`src/rtl/evsys_pkg.sv`:
```
/*
  Shared constants and types for the event routing matrix and its peer.
  Assumes one 20 MHz clock and synchronous, active-low reset at both ends.
*/
package evsys_pkg;
  // ----------------------------------------
  // Sizes
  // ----------------------------------------
  localparam int NUM_CH = 12;
  localparam int NUM_USER = 47;
  localparam int NUM_GEN = 87;
  localparam int ADDR_W = 12;
  localparam int FULL_PATH_LAST_USER = 27;
  localparam int ASYNC_LAST_USER = 43;
  localparam int CLK_PERIOD_NS = 50;

  // ----------------------------------------
  // Device register map
  // ----------------------------------------
  localparam logic [11:0] CH_BASE = 12'h020;
  localparam logic [11:0] USER_BASE = 12'h080;
  localparam logic [11:0] REG_STRIDE = 12'h004;
  localparam logic [31:0] CFG_RESET = 32'h0000_0000;
  localparam logic [31:0] USER_RESET = 32'h0000_0000;
  localparam logic [31:0] CFG_MASK = 32'h0000_CFFF;
  localparam logic [31:0] USER_MASK = 32'h0000_00FF;

  // ----------------------------------------
  // Field positions
  // ----------------------------------------
  localparam int SRC_LSB = 0;
  localparam int PATH_LSB = 8;
  localparam int EDGE_LSB = 10;
  localparam int KEEP_BIT = 14;
  localparam int ONDEM_BIT = 15;
  localparam logic [7:0] SRC_NONE = 8'h00;
  localparam logic [7:0] SRC_LAST = 8'h56;
  localparam logic [7:0] SEL_NONE = 8'h00;
  localparam logic [7:0] SEL_LAST = 8'h0C;

  typedef enum logic [1:0] {
    PATH_SYNC = 2'b00,
    PATH_RESYNC = 2'b01,
    PATH_ASYNC = 2'b10,
    PATH_RSVD = 2'b11
  } path_t;

  typedef enum logic [1:0] {
    EDGE_NONE = 2'b00,
    EDGE_RISE = 2'b01,
    EDGE_FALL = 2'b10,
    EDGE_BOTH = 2'b11
  } edge_t;

  // ----------------------------------------
  // Peer controller register map
  // ----------------------------------------
  localparam logic [7:0] P_TARGET = 8'h00;
  localparam logic [7:0] P_DATA = 8'h04;
  localparam logic [7:0] P_CMD = 8'h08;
  localparam logic [7:0] P_RESULT = 8'h0C;
  localparam logic [7:0] P_GEN0 = 8'h10;
  localparam logic [7:0] P_GEN1 = 8'h14;
  localparam logic [7:0] P_GEN2 = 8'h18;
  localparam logic [7:0] P_SEEN0 = 8'h1C;
  localparam logic [7:0] P_SEEN1 = 8'h20;
  localparam logic [7:0] P_STATUS = 8'h24;
  localparam logic [1:0] CMD_WRITE = 2'h1;
  localparam logic [1:0] CMD_READ = 2'h2;

  typedef enum logic [1:0] {
    PS_IDLE = 2'b00,
    PS_WRITE = 2'b01,
    PS_READ = 2'b10,
    PS_CATCH = 2'b11
  } peer_state_t;
endpackage

```
`src/rtl/evsys_link_if.sv`:
```
/*
  Link between the routing matrix and the peripheral peer.
  Assumes both ends share clk_in; no clocking block.
*/
`timescale 1ns/1ps
`default_nettype none
interface evsys_link_if;
  logic [11:0] addr;
  logic [31:0] wdata;
  logic wr;
  logic rd;
  logic [31:0] rdata;
  logic [86:0] gen;
  logic [46:0] user_evt;

  modport router (
    input addr, wdata, wr, rd, gen,
    output rdata, user_evt
  );
  modport peer (
    output addr, wdata, wr, rd, gen,
    input rdata, user_evt
  );
endinterface
`default_nettype wire

```
`src/rtl/evsys_router.sv`:
```
/*
  Event channel routing matrix: twelve channels, forty-seven consumers.
  Assumes generator levels on the link are synchronous to clk_in and
  that gen bit 0 is held low by the peer.
*/
`timescale 1ns/1ps
`default_nettype none
module evsys_router (
  input wire logic clk_in,
  input wire logic nrst_in,
  input wire logic sleep_in,
  output logic [11:0] clk_req_out,
  evsys_link_if.router link
);
  // ----------------------------------------
  // Configuration storage
  // ----------------------------------------
  logic [31:0] cfg [evsys_pkg::NUM_CH];
  logic [31:0] user_sel [evsys_pkg::NUM_USER];
  logic [31:0] next_rdata;
  logic [11:0] ch_sig;
  logic [11:0] ch_async;
  logic [11:0] evt;

  genvar n;
  generate
    for (n = 0; n < evsys_pkg::NUM_CH; n++) begin : g_cfg
      localparam logic [11:0] ADR = 12'(evsys_pkg::CH_BASE +
        12'(n) * evsys_pkg::REG_STRIDE);
      always_ff @(posedge clk_in) begin
        if (!nrst_in) begin
          cfg[n] <= evsys_pkg::CFG_RESET;
        end else if (link.wr && link.addr == ADR) begin
          cfg[n] <= link.wdata & evsys_pkg::CFG_MASK;
        end
      end
    end
    for (n = 0; n < evsys_pkg::NUM_USER; n++) begin : g_usr
      localparam logic [11:0] ADR = 12'(evsys_pkg::USER_BASE +
        12'(n) * evsys_pkg::REG_STRIDE);
      always_ff @(posedge clk_in) begin
        if (!nrst_in) begin
          user_sel[n] <= evsys_pkg::USER_RESET;
        end else if (link.wr && link.addr == ADR) begin
          user_sel[n] <= link.wdata & evsys_pkg::USER_MASK;
        end
      end
    end
  endgenerate

  // ----------------------------------------
  // Register read port
  // ----------------------------------------
  always_comb begin
    next_rdata = 32'h0000_0000;
    for (int i = 0; i < evsys_pkg::NUM_CH; i++) begin
      if (link.addr == 12'(evsys_pkg::CH_BASE +
          12'(i) * evsys_pkg::REG_STRIDE)) begin
        next_rdata = cfg[i];
      end
    end
    for (int i = 0; i < evsys_pkg::NUM_USER; i++) begin
      if (link.addr == 12'(evsys_pkg::USER_BASE +
          12'(i) * evsys_pkg::REG_STRIDE)) begin
        next_rdata = user_sel[i];
      end
    end
  end

  // Unmapped reads answer zero; data stands one cycle only
  always_ff @(posedge clk_in) begin
    if (!nrst_in) begin
      link.rdata <= 32'h0000_0000;
    end else if (link.rd) begin
      link.rdata <= next_rdata;
    end else begin
      link.rdata <= 32'h0000_0000;
    end
  end

  // ----------------------------------------
  // Channels
  // ----------------------------------------
  generate
    for (n = 0; n < evsys_pkg::NUM_CH; n++) begin : g_ch
      logic [7:0] src;
      evsys_pkg::path_t path;
      evsys_pkg::edge_t edg;
      logic keep;
      logic ondem;
      logic active;
      logic src_ok;
      logic gen_lvl;
      logic stage1;
      logic stage2;
      logic prev;
      logic seen;
      logic rise;
      logic fall;

      assign src = cfg[n][evsys_pkg::SRC_LSB +: 8];
      assign path = evsys_pkg::path_t'(cfg[n][evsys_pkg::PATH_LSB +: 2]);
      assign edg = evsys_pkg::edge_t'(cfg[n][evsys_pkg::EDGE_LSB +: 2]);
      assign keep = cfg[n][evsys_pkg::KEEP_BIT];
      assign ondem = cfg[n][evsys_pkg::ONDEM_BIT];
      assign active = !sleep_in || keep;
      // Reserved source codes act as no source
      assign src_ok = src != evsys_pkg::SRC_NONE &&
        src <= evsys_pkg::SRC_LAST;
      assign gen_lvl = src_ok && link.gen[src[6:0]];

      // Resync adds a stage; costs a cycle of latency
      assign seen = (path == evsys_pkg::PATH_RESYNC) ? stage2 : stage1;
      assign rise = seen && !prev;
      assign fall = !seen && prev;

      always_ff @(posedge clk_in) begin
        if (!nrst_in) begin
          stage1 <= 1'b0;
          stage2 <= 1'b0;
          prev <= 1'b0;
        end else begin
          stage1 <= active && gen_lvl;
          stage2 <= stage1;
          prev <= seen;
        end
      end

      always_ff @(posedge clk_in) begin
        if (!nrst_in) begin
          evt[n] <= 1'b0;
        end else begin
          unique case (path)
            evsys_pkg::PATH_SYNC,
            evsys_pkg::PATH_RESYNC: begin
              evt[n] <= active && (
                (edg[0] && rise) || (edg[1] && fall));
            end
            evsys_pkg::PATH_ASYNC,
            evsys_pkg::PATH_RSVD: begin
              evt[n] <= 1'b0;
            end
          endcase
        end
      end

      // Async path forwards the level with no edge logic
      assign ch_async[n] = path == evsys_pkg::PATH_ASYNC;
      assign ch_sig[n] = ch_async[n] ? (active && gen_lvl) : evt[n];

      // Always-on keeps the clock while configured and active
      always_ff @(posedge clk_in) begin
        if (!nrst_in) begin
          clk_req_out[n] <= 1'b0;
        end else begin
          clk_req_out[n] <= active && src_ok &&
            path != evsys_pkg::PATH_RSVD &&
            (!ondem || stage1 || seen || evt[n]);
        end
      end
    end
  endgenerate

  // ----------------------------------------
  // Consumers
  // ----------------------------------------
  generate
    for (n = 0; n < evsys_pkg::NUM_USER; n++) begin : g_user
      logic [7:0] sel;
      logic [3:0] ch;
      logic hit;
      logic allowed;

      assign sel = user_sel[n][7:0];
      assign hit = sel != evsys_pkg::SEL_NONE &&
        sel <= evsys_pkg::SEL_LAST;
      assign ch = 4'(sel - 8'h01);
      if (n <= evsys_pkg::FULL_PATH_LAST_USER) begin : g_any
        assign allowed = 1'b1;
      end else if (n <= evsys_pkg::ASYNC_LAST_USER) begin : g_async
        assign allowed = ch_async[ch];
      end else begin : g_rsvd
        assign allowed = 1'b0;
      end

      always_ff @(posedge clk_in) begin
        if (!nrst_in) begin
          link.user_evt[n] <= 1'b0;
        end else begin
          link.user_evt[n] <= hit && allowed && ch_sig[ch];
        end
      end
    end
  endgenerate
endmodule
`default_nettype wire

```
`src/flat_wrapper.sv`:
```
// flat-port wrapper written by rule: the top's interface ports become plain ports
module evsys_router_flat 
  (clk_in, nrst_in, sleep_in, clk_req_out, link_addr, link_wdata, link_wr, link_rd, link_gen, link_rdata, link_user_evt);
  evsys_link_if link_i ();
  input wire logic clk_in;
  input wire logic nrst_in;
  input wire logic sleep_in;
  output logic [11:0] clk_req_out;
  input wire logic [$bits(link_i.addr)-1:0] link_addr;
  input wire logic [$bits(link_i.wdata)-1:0] link_wdata;
  input wire logic [$bits(link_i.wr)-1:0] link_wr;
  input wire logic [$bits(link_i.rd)-1:0] link_rd;
  input wire logic [$bits(link_i.gen)-1:0] link_gen;
  output wire logic [$bits(link_i.rdata)-1:0] link_rdata;
  output wire logic [$bits(link_i.user_evt)-1:0] link_user_evt;
  assign link_i.addr = link_addr;
  assign link_i.wdata = link_wdata;
  assign link_i.wr = link_wr;
  assign link_i.rd = link_rd;
  assign link_i.gen = link_gen;
  assign link_rdata = link_i.rdata;
  assign link_user_evt = link_i.user_evt;
  evsys_router u_core (.clk_in(clk_in), .nrst_in(nrst_in), .sleep_in(sleep_in), .clk_req_out(clk_req_out), .link(link_i));
endmodule
```
`config.mk`:
```
export PLATFORM = sky130hd
export DESIGN_NAME = evsys_router_flat
export DESIGN_NICKNAME = d
export VERILOG_FILES = /design/src/rtl/evsys_pkg.sv /design/src/rtl/evsys_link_if.sv /design/src/rtl/evsys_router.sv /design/src/flat_wrapper.sv
export SDC_FILE = /design/constraint.sdc
export NUM_CORES = 2
export LEC_CHECK = 0
export BUFFER_PORTS_ARGS = -buffer_cell sky130_fd_sc_hd__buf_2
export CELL_PAD_IN_SITES_DETAIL_PLACEMENT = 1
export CELL_PAD_IN_SITES_GLOBAL_PLACEMENT = 2
export CORE_MARGIN = 3
export CORE_UTILIZATION = 45
export DETAILED_ROUTE_END_ITERATION = 8
export GPL_TIMING_DRIVEN = 0
export HOLD_SLACK_MARGIN = 0.05
export PLACE_DENSITY_LB_ADDON = 0.1
export SLEW_MARGIN = 0
export SYNTH_ARGS = -nofsm -noshare
export SYNTH_HDL_FRONTEND = slang
export SYNTH_SLANG_ARGS = --single-unit
```
`constraint.sdc`:
```
create_clock -name clk_in -period 10 [get_ports clk_in]
set_input_delay 3 -clock clk_in [delete_from_list [all_inputs] [get_ports clk_in]]
set_output_delay 3 -clock clk_in [all_outputs]
set_load 0.01 [all_outputs]
```
# After elaboration in Yosys (flattened, before gate mapping)
# Memory sizes are Yosys's and may differ from the RTL's.
# Index checks and enable logic that the tools add are counted.
dict set report classes {
  n_addsub 44
  magnitude_cmp 112
  eq_ne 107
  mux 476
  n_bitwise 59
  n_reduce_logical 485
}
# op n
set ops {}
lappend ops {{$mux W32} 59}
lappend ops {{$reduce_bool A8 Y1} 56}
lappend ops {{$eq A12 B8 Y1 const B} 32}
lappend ops {{$mux W8} 47}
lappend ops {{$le A8 B4 Y1 const B} 44}
lappend ops {{$logic_and A1 B1 Y1} 295}
lappend ops {{$mux W1} 274}
lappend ops {{$bmux W1 S4} 60}
lappend ops {{$lt A4 B5 Y1 const B} 44}
lappend ops {{$eq A12 B9 Y1 const B} 15}
lappend ops {{$sub A4 B1 Y4 const B} 44}
lappend ops {{$mux W14} 12}
lappend ops {{$eq A12 B6 Y1 const B} 8}
lappend ops {{$le A8 B7 Y1 const B} 12}
lappend ops {{$lt A7 B8 Y1 const B} 12}
lappend ops {{$bmux W1 S7} 12}
lappend ops {{$logic_or A1 B1 Y1} 60}
lappend ops {{$or A1 B1 Y1} 59}
lappend ops {{$eq A12 B7 Y1 const B} 4}
lappend ops {{$eq A2 B2 Y1 const B} 24}
lappend ops {{$reduce_or A2 Y1} 24}
lappend ops {{$logic_not A1 Y1} 37}
lappend ops {{$eq A2 B1 Y1 const B} 12}
lappend ops {{$logic_not A2 Y1} 12}
lappend ops {{other kinds (3)} 25}
dict set report totals {
  register_bits 136
  mem_bits_rw 544
  input_bits 136
  out_inout_bits 91
  elab_cells 1390
  memories 2
}
# memory depth word_bits rd rd_clocked_by_memory_dff write_ports line
set memory_table {}
lappend memory_table {u_core.user_sel 47 8 47 0 47 evsys_router.sv:19} ;# logic [31:0] user_sel [evsys_pkg::NUM_USER];
lappend memory_table {u_core.cfg 12 14 12 0 12 evsys_router.sv:18} ;# logic [31:0] cfg [evsys_pkg::NUM_CH];

# Logic depth before layout (Yosys ltp)
dict set report logic_depth {
  ltp_word 60
  ltp_mapped 15
  ltp_nobuf 9
}

# Least setup slack after synthesis
# No wires, ideal clock.
dict set report synth_timing {
  path_type {in2reg}
  from {in link_addr[6]}
  to {mem u_core.cfg[2][14] in the netlist's numbering (enable)}
  setup_time_ns 0.404
  arrival_ns 5.623
  t_required_ns 9.596
  path_slack_ns 3.973
  stages 6
  path_buffers 2
  path_cell_list {clkbuf_1 -> or4b_2 -> nor4_1 -> clkbuf_1 -> nand2_1 -> o21ai_0}
}
# element line
set synth_lines {}
lappend synth_lines {{from (decl)} flat_wrapper.sv:9} ;# input wire logic [$bits(link_i.addr)-1:0] link_addr;
lappend synth_lines {{to (decl)} evsys_router.sv:18}

# Worst setup path in the final report
dict set report layout_timing {
  from {in link_addr[3]}
  to {reg u_core.link.rdata[0]}
}
dict set report layout_via {
  elab_chain_cells 60
}
# element line
set layout_lines {}
lappend layout_lines {{$eq A12 B6 Y1} evsys_router.sv:57} ;# if (link.addr == 12'(evsys_pkg::CH_BASE +
lappend layout_lines {{$mux W32 (12 in series)} evsys_router.sv:57}
lappend layout_lines {{$mux W32 (46 in series)} evsys_router.sv:63} ;# if (link.addr == 12'(evsys_pkg::USER_BASE +
lappend layout_lines {{$mux W32 *} evsys_router.sv:63}
lappend layout_lines {{to (signal assigned)} evsys_router.sv:75} ;# link.rdata <= next_rdata;
lappend layout_lines {{to (decl)} evsys_link_if.sv:18} ;# output rdata, user_evt
# Mark *: on every way between the ends. The rest lies on a longest branch, timed or not.
# A chain may end at the register's enable or synchronous reset.

==> results.txt <==
- The run finished, with violations left.
- Violations in the final reports: capacitance limit, slew limit
- Pin slew with the least headroom to its limit: 1.73 ns
- Cell total after placement: 6,892
* Pin count of the biggest net entering global routing: 15
* GRT Overall Usage: 49.1%
- Walking the worst path, the cells encountered are buf_2, clkbuf_1, buf_1, buf_2, buf_1, clkbuf_1, o211ai_1, a221oi_1, o221ai_1, a41oi_1, a31o_2.
- Post-synth ARST share: 0%
* Syn avg cell area: 9.80 sq um
- Syn. warnings: 0
- Distinct cells, synth: 94
- Power after layout: 7.78 mW
- Routability congestion estimate: 1.06
- Critical path buffers and inverters: 6
- The number of antenna violations at the first check in global routing was 31.
* Final-layout worst hold slack: 0.498 ns
- Starting utilization of the core area: 45.7%
* Wire length after detailed routing: 297,000 um
- Buffer depth of the longest clock path: 3
- In this run the tool buffered the top-level ports with 175 buffer cells.
* Post-CTS setup repair buffer count: 0
- For this run, design rule violations remaining after detail routing come to 0.
* Period utilization: 99.8%
- After layout, the minimum clock period comes to 9.98 ns.
- Endpoint type of the worst setup path: flop
* Most used flip-flop cell after synthesis: sky130_fd_sc_hd__edfxtp_1
- The cell sitting at the root of the clock tree is a sky130_fd_sc_hd__clkbuf_16.
- Data on the critical path is required at its endpoint by 10.65 ns.
* Delay-heaviest family, CP: buffers and inverters
- Sort of element at the start of the critical path: input pin
- Cells fill 51.0% of the core in the end.
- Via density per instance: 7.62
- Post-synthesis sequential area ratio: 36.8%
- Unrepaired setup endpoints after global routing: false
* Final count of negative-setup-slack endpoints: 0
- Via count: 53.9k
- Final non-filler cell total: 7,076
- The number of hold-slack violations in the final timing report is 0.
- Critical path data arrival time: 10.63 ns
- The first detailed-routing pass took 9 iterations.
- The die covers 117,000 sq um.
* TritonCTS clock tree: built
- The post-route netlist has 14.5% of its cells at a drive strength greater than 1.
* Fmax achieved: 100 MHz
- Path class of the lowest-slack min-delay path: flop to flop
- In this run, synthesis inferred 544 flip-flops with an integrated enable.
- Summed over all layers, the global routing overflow is 0.
- Max stage delay cell, worst path: sky130_fd_sc_hd__clkbuf_1
* Syn Inst Count: 5,189
- The number of global-route vias before repair is 51.2k.
- In this run, the number of DRC markers left after iteration 0 of detailed routing was 9,494.
* Leakage power total: 21.6 nW
* Final antenna-violating net count: 0
- Area growth from synthesis to final layout: 11.7%
- Die width: 342 um
- The die is 342 um tall.
- Wire length of the first global-routing pass: 404,000 um
* Clock latency reported for the late side of the worst-skew pair: 0.72 ns
- Fin Setup TNS: 0 ns
- After floorplanning, the core was divided into 122 placement rows.
- Netlist Area Pre-Place: 50,900 sq um
- Clk sink count: 662
- After the last flow step, the layout net total stands at 5,713.
- Final HPWL DP: 220,000 um
* Seq cells post-synth: 662
- Standard cell core area: 111,000 sq um
- Maximum capacitance violations: 13
* Final Max Slew Viols: 122
- Number of buffers created by CTS: 80
- WL/cell: 41.9 um
- Gates resized, CTS repair: 0
- Pin placement for this block handled 227 I/O pins.
- Maximum vdd ir drop: 0.137 mV
- On the worst path, the slowest cell contributes a delay of 1.16 ns.
* Total of hold buffers inserted after clock tree synthesis: 0
* WS Path Type: input pin to flop
* Clock slew at reported path FFs: 0.06 ns
* H-tree lvl count: 3
* Critical path peak fanout: 10
* Power per Cell Area: 137 nW/um^2
* Normalized max-slew margin: -15.4%
- Clock Skews: 0.0577 ns
[layout make-up]
class	count	area [sq um]
Fill cell	12500	54600
Sequential cell	662	18700
Timing Repair Buffer	198	1150
Multi-Input combinational cell	3841	29500
Inverter	164	616
Clock buffer	104	2150
Antenna cell	33	82.6
Clock inverter	44	495
Tap cell	1488	1860
Buffer	542	2310
[flip-flops by register name, summed over array words and instances (netlist names)]
| signal | count |
|---|---|
| u_core.evt | 12 |
| u_core.link.user_evt | 44 |
| u_core.clk_req_out | 12 |
| u_core.g_ch.stage1 | 12 |
| u_core.link.rdata | 14 |
| u_core.user_sel | 376 |
| u_core.cfg | 168 |
| u_core.g_ch.prev | 12 |
| u_core.g_ch.stage2 | 12 |
[cells in the final DEF (no fill, tap or decap), types with 29 or more instances in the layout]
cell / instances
sky130_fd_sc_hd__a221oi_1: 65
sky130_fd_sc_hd__buf_2: 219
sky130_fd_sc_hd__and3_1: 449
sky130_fd_sc_hd__nand2_1: 273
sky130_fd_sc_hd__or3_1: 44
sky130_fd_sc_hd__mux4_2: 236
sky130_fd_sc_hd__and2_1: 144
sky130_fd_sc_hd__ha_1: 88
sky130_fd_sc_hd__diode_2: 33
sky130_fd_sc_hd__nand2b_1: 85
sky130_fd_sc_hd__o221ai_1: 30
sky130_fd_sc_hd__a21oi_1: 150
sky130_fd_sc_hd__nor3_1: 172
sky130_fd_sc_hd__buf_4: 47
sky130_fd_sc_hd__o211ai_1: 68
sky130_fd_sc_hd__mux2i_1: 199
sky130_fd_sc_hd__nand4_1: 37
sky130_fd_sc_hd__a211oi_1: 43
sky130_fd_sc_hd__o31ai_1: 72
sky130_fd_sc_hd__xnor2_1: 37
sky130_fd_sc_hd__edfxtp_1: 544
sky130_fd_sc_hd__o22ai_1: 54
sky130_fd_sc_hd__nor2_1: 269
sky130_fd_sc_hd__buf_1: 29
sky130_fd_sc_hd__a31oi_1: 130
sky130_fd_sc_hd__nand3_1: 205
sky130_fd_sc_hd__clkbuf_16: 81
sky130_fd_sc_hd__dfxtp_1: 118
sky130_fd_sc_hd__nor2b_1: 101
sky130_fd_sc_hd__mux2_2: 90
sky130_fd_sc_hd__nand3b_1: 37
sky130_fd_sc_hd__clkbuf_1: 439
sky130_fd_sc_hd__o21ai_0: 181
sky130_fd_sc_hd__nor4_1: 74
sky130_fd_sc_hd__a22oi_1: 85
sky130_fd_sc_hd__inv_1: 156
[final timing paths]
check                         start                       end  slack (ns)  cells after the start
setup / recovery       link_addr[3]      u_core.link.rdata[0]        0.02                     11
hold / removal    u_core.cfg[0][41]     u_core.clk_req_out[2]        0.50                      1
setup reg to reg  u_core.cfg[1][14]  u_core.link.user_evt[30]        3.72                     13
hold reg to reg   u_core.cfg[0][41]     u_core.clk_req_out[2]        0.50                      1
[layer usage]
metal	share of wire [%]	GRT usage (%)	wire length, um	up-vias
met5	0.077	1.04	228	-
met4	7.5	30.2	22200	12
met3	17	24.5	50800	1150
met2	39	65.6	115000	4907
met1	36	62.8	108000	27100
li1	-	-	-	20800
[synth_stat cells (44+ instances only)]
cell type                  instances  area (sq um)
sky130_fd_sc_hd__a22oi_1          85           638
sky130_fd_sc_hd__edfxtp_1        544         16300
sky130_fd_sc_hd__mux2i_1         199          1990
sky130_fd_sc_hd__and2_1          144           901
sky130_fd_sc_hd__o21ai_0         189           946
sky130_fd_sc_hd__a21oi_1         150           751
sky130_fd_sc_hd__dfxtp_1         118          2360
sky130_fd_sc_hd__o31ai_1          72           541
sky130_fd_sc_hd__or3_1            44           275
sky130_fd_sc_hd__a221oi_1         65           569
sky130_fd_sc_hd__nand3_1         205          1030
sky130_fd_sc_hd__nand2_1         273          1020
sky130_fd_sc_hd__nor4_1           81           507
sky130_fd_sc_hd__a211oi_1         46           345
sky130_fd_sc_hd__nor3_1          174           871
sky130_fd_sc_hd__a31oi_1         130           813
sky130_fd_sc_hd__nor2b_1         101           632
sky130_fd_sc_hd__ha_1             88          1100
sky130_fd_sc_hd__mux2_2           90          1010
sky130_fd_sc_hd__clkbuf_1        422          1580
sky130_fd_sc_hd__nand2b_1         85           532
sky130_fd_sc_hd__nor2_1          269          1010
sky130_fd_sc_hd__inv_1           156           586
sky130_fd_sc_hd__o211ai_1         68           510
sky130_fd_sc_hd__o22ai_1          54           338
sky130_fd_sc_hd__and3_1          449          2810
sky130_fd_sc_hd__mux4_2          236          5320
[through the flow]
step	setup slack (ns)	cell area, sq um
final	0.0165	56800
after detailed placement	0.227	54000
after global routing	0.680	56800
after CTS	0.897	56600
after floorplan	3.97	50900
after global placement	-0.890	53700
[power by group]
part           total, mW  internal [mW]  switching, mW
Sequential          3.27           3.10          0.163
Clock               2.99           1.65           1.34
Combinational       1.52          0.482           1.04
[kinds of logic after synthesis]
family	Yosys count	share of synthesized area (%)
flops	662	36.8
simple gates	1990	21.4
mux	543	17.3
buf+inv	706	5.75
xor+xnor	61	1.05
fa+ha+maj	88	2.16
other cells	1	0.00737
compound gates	1138	15.6
Note: power is estimated with default switching activity, not from simulation.
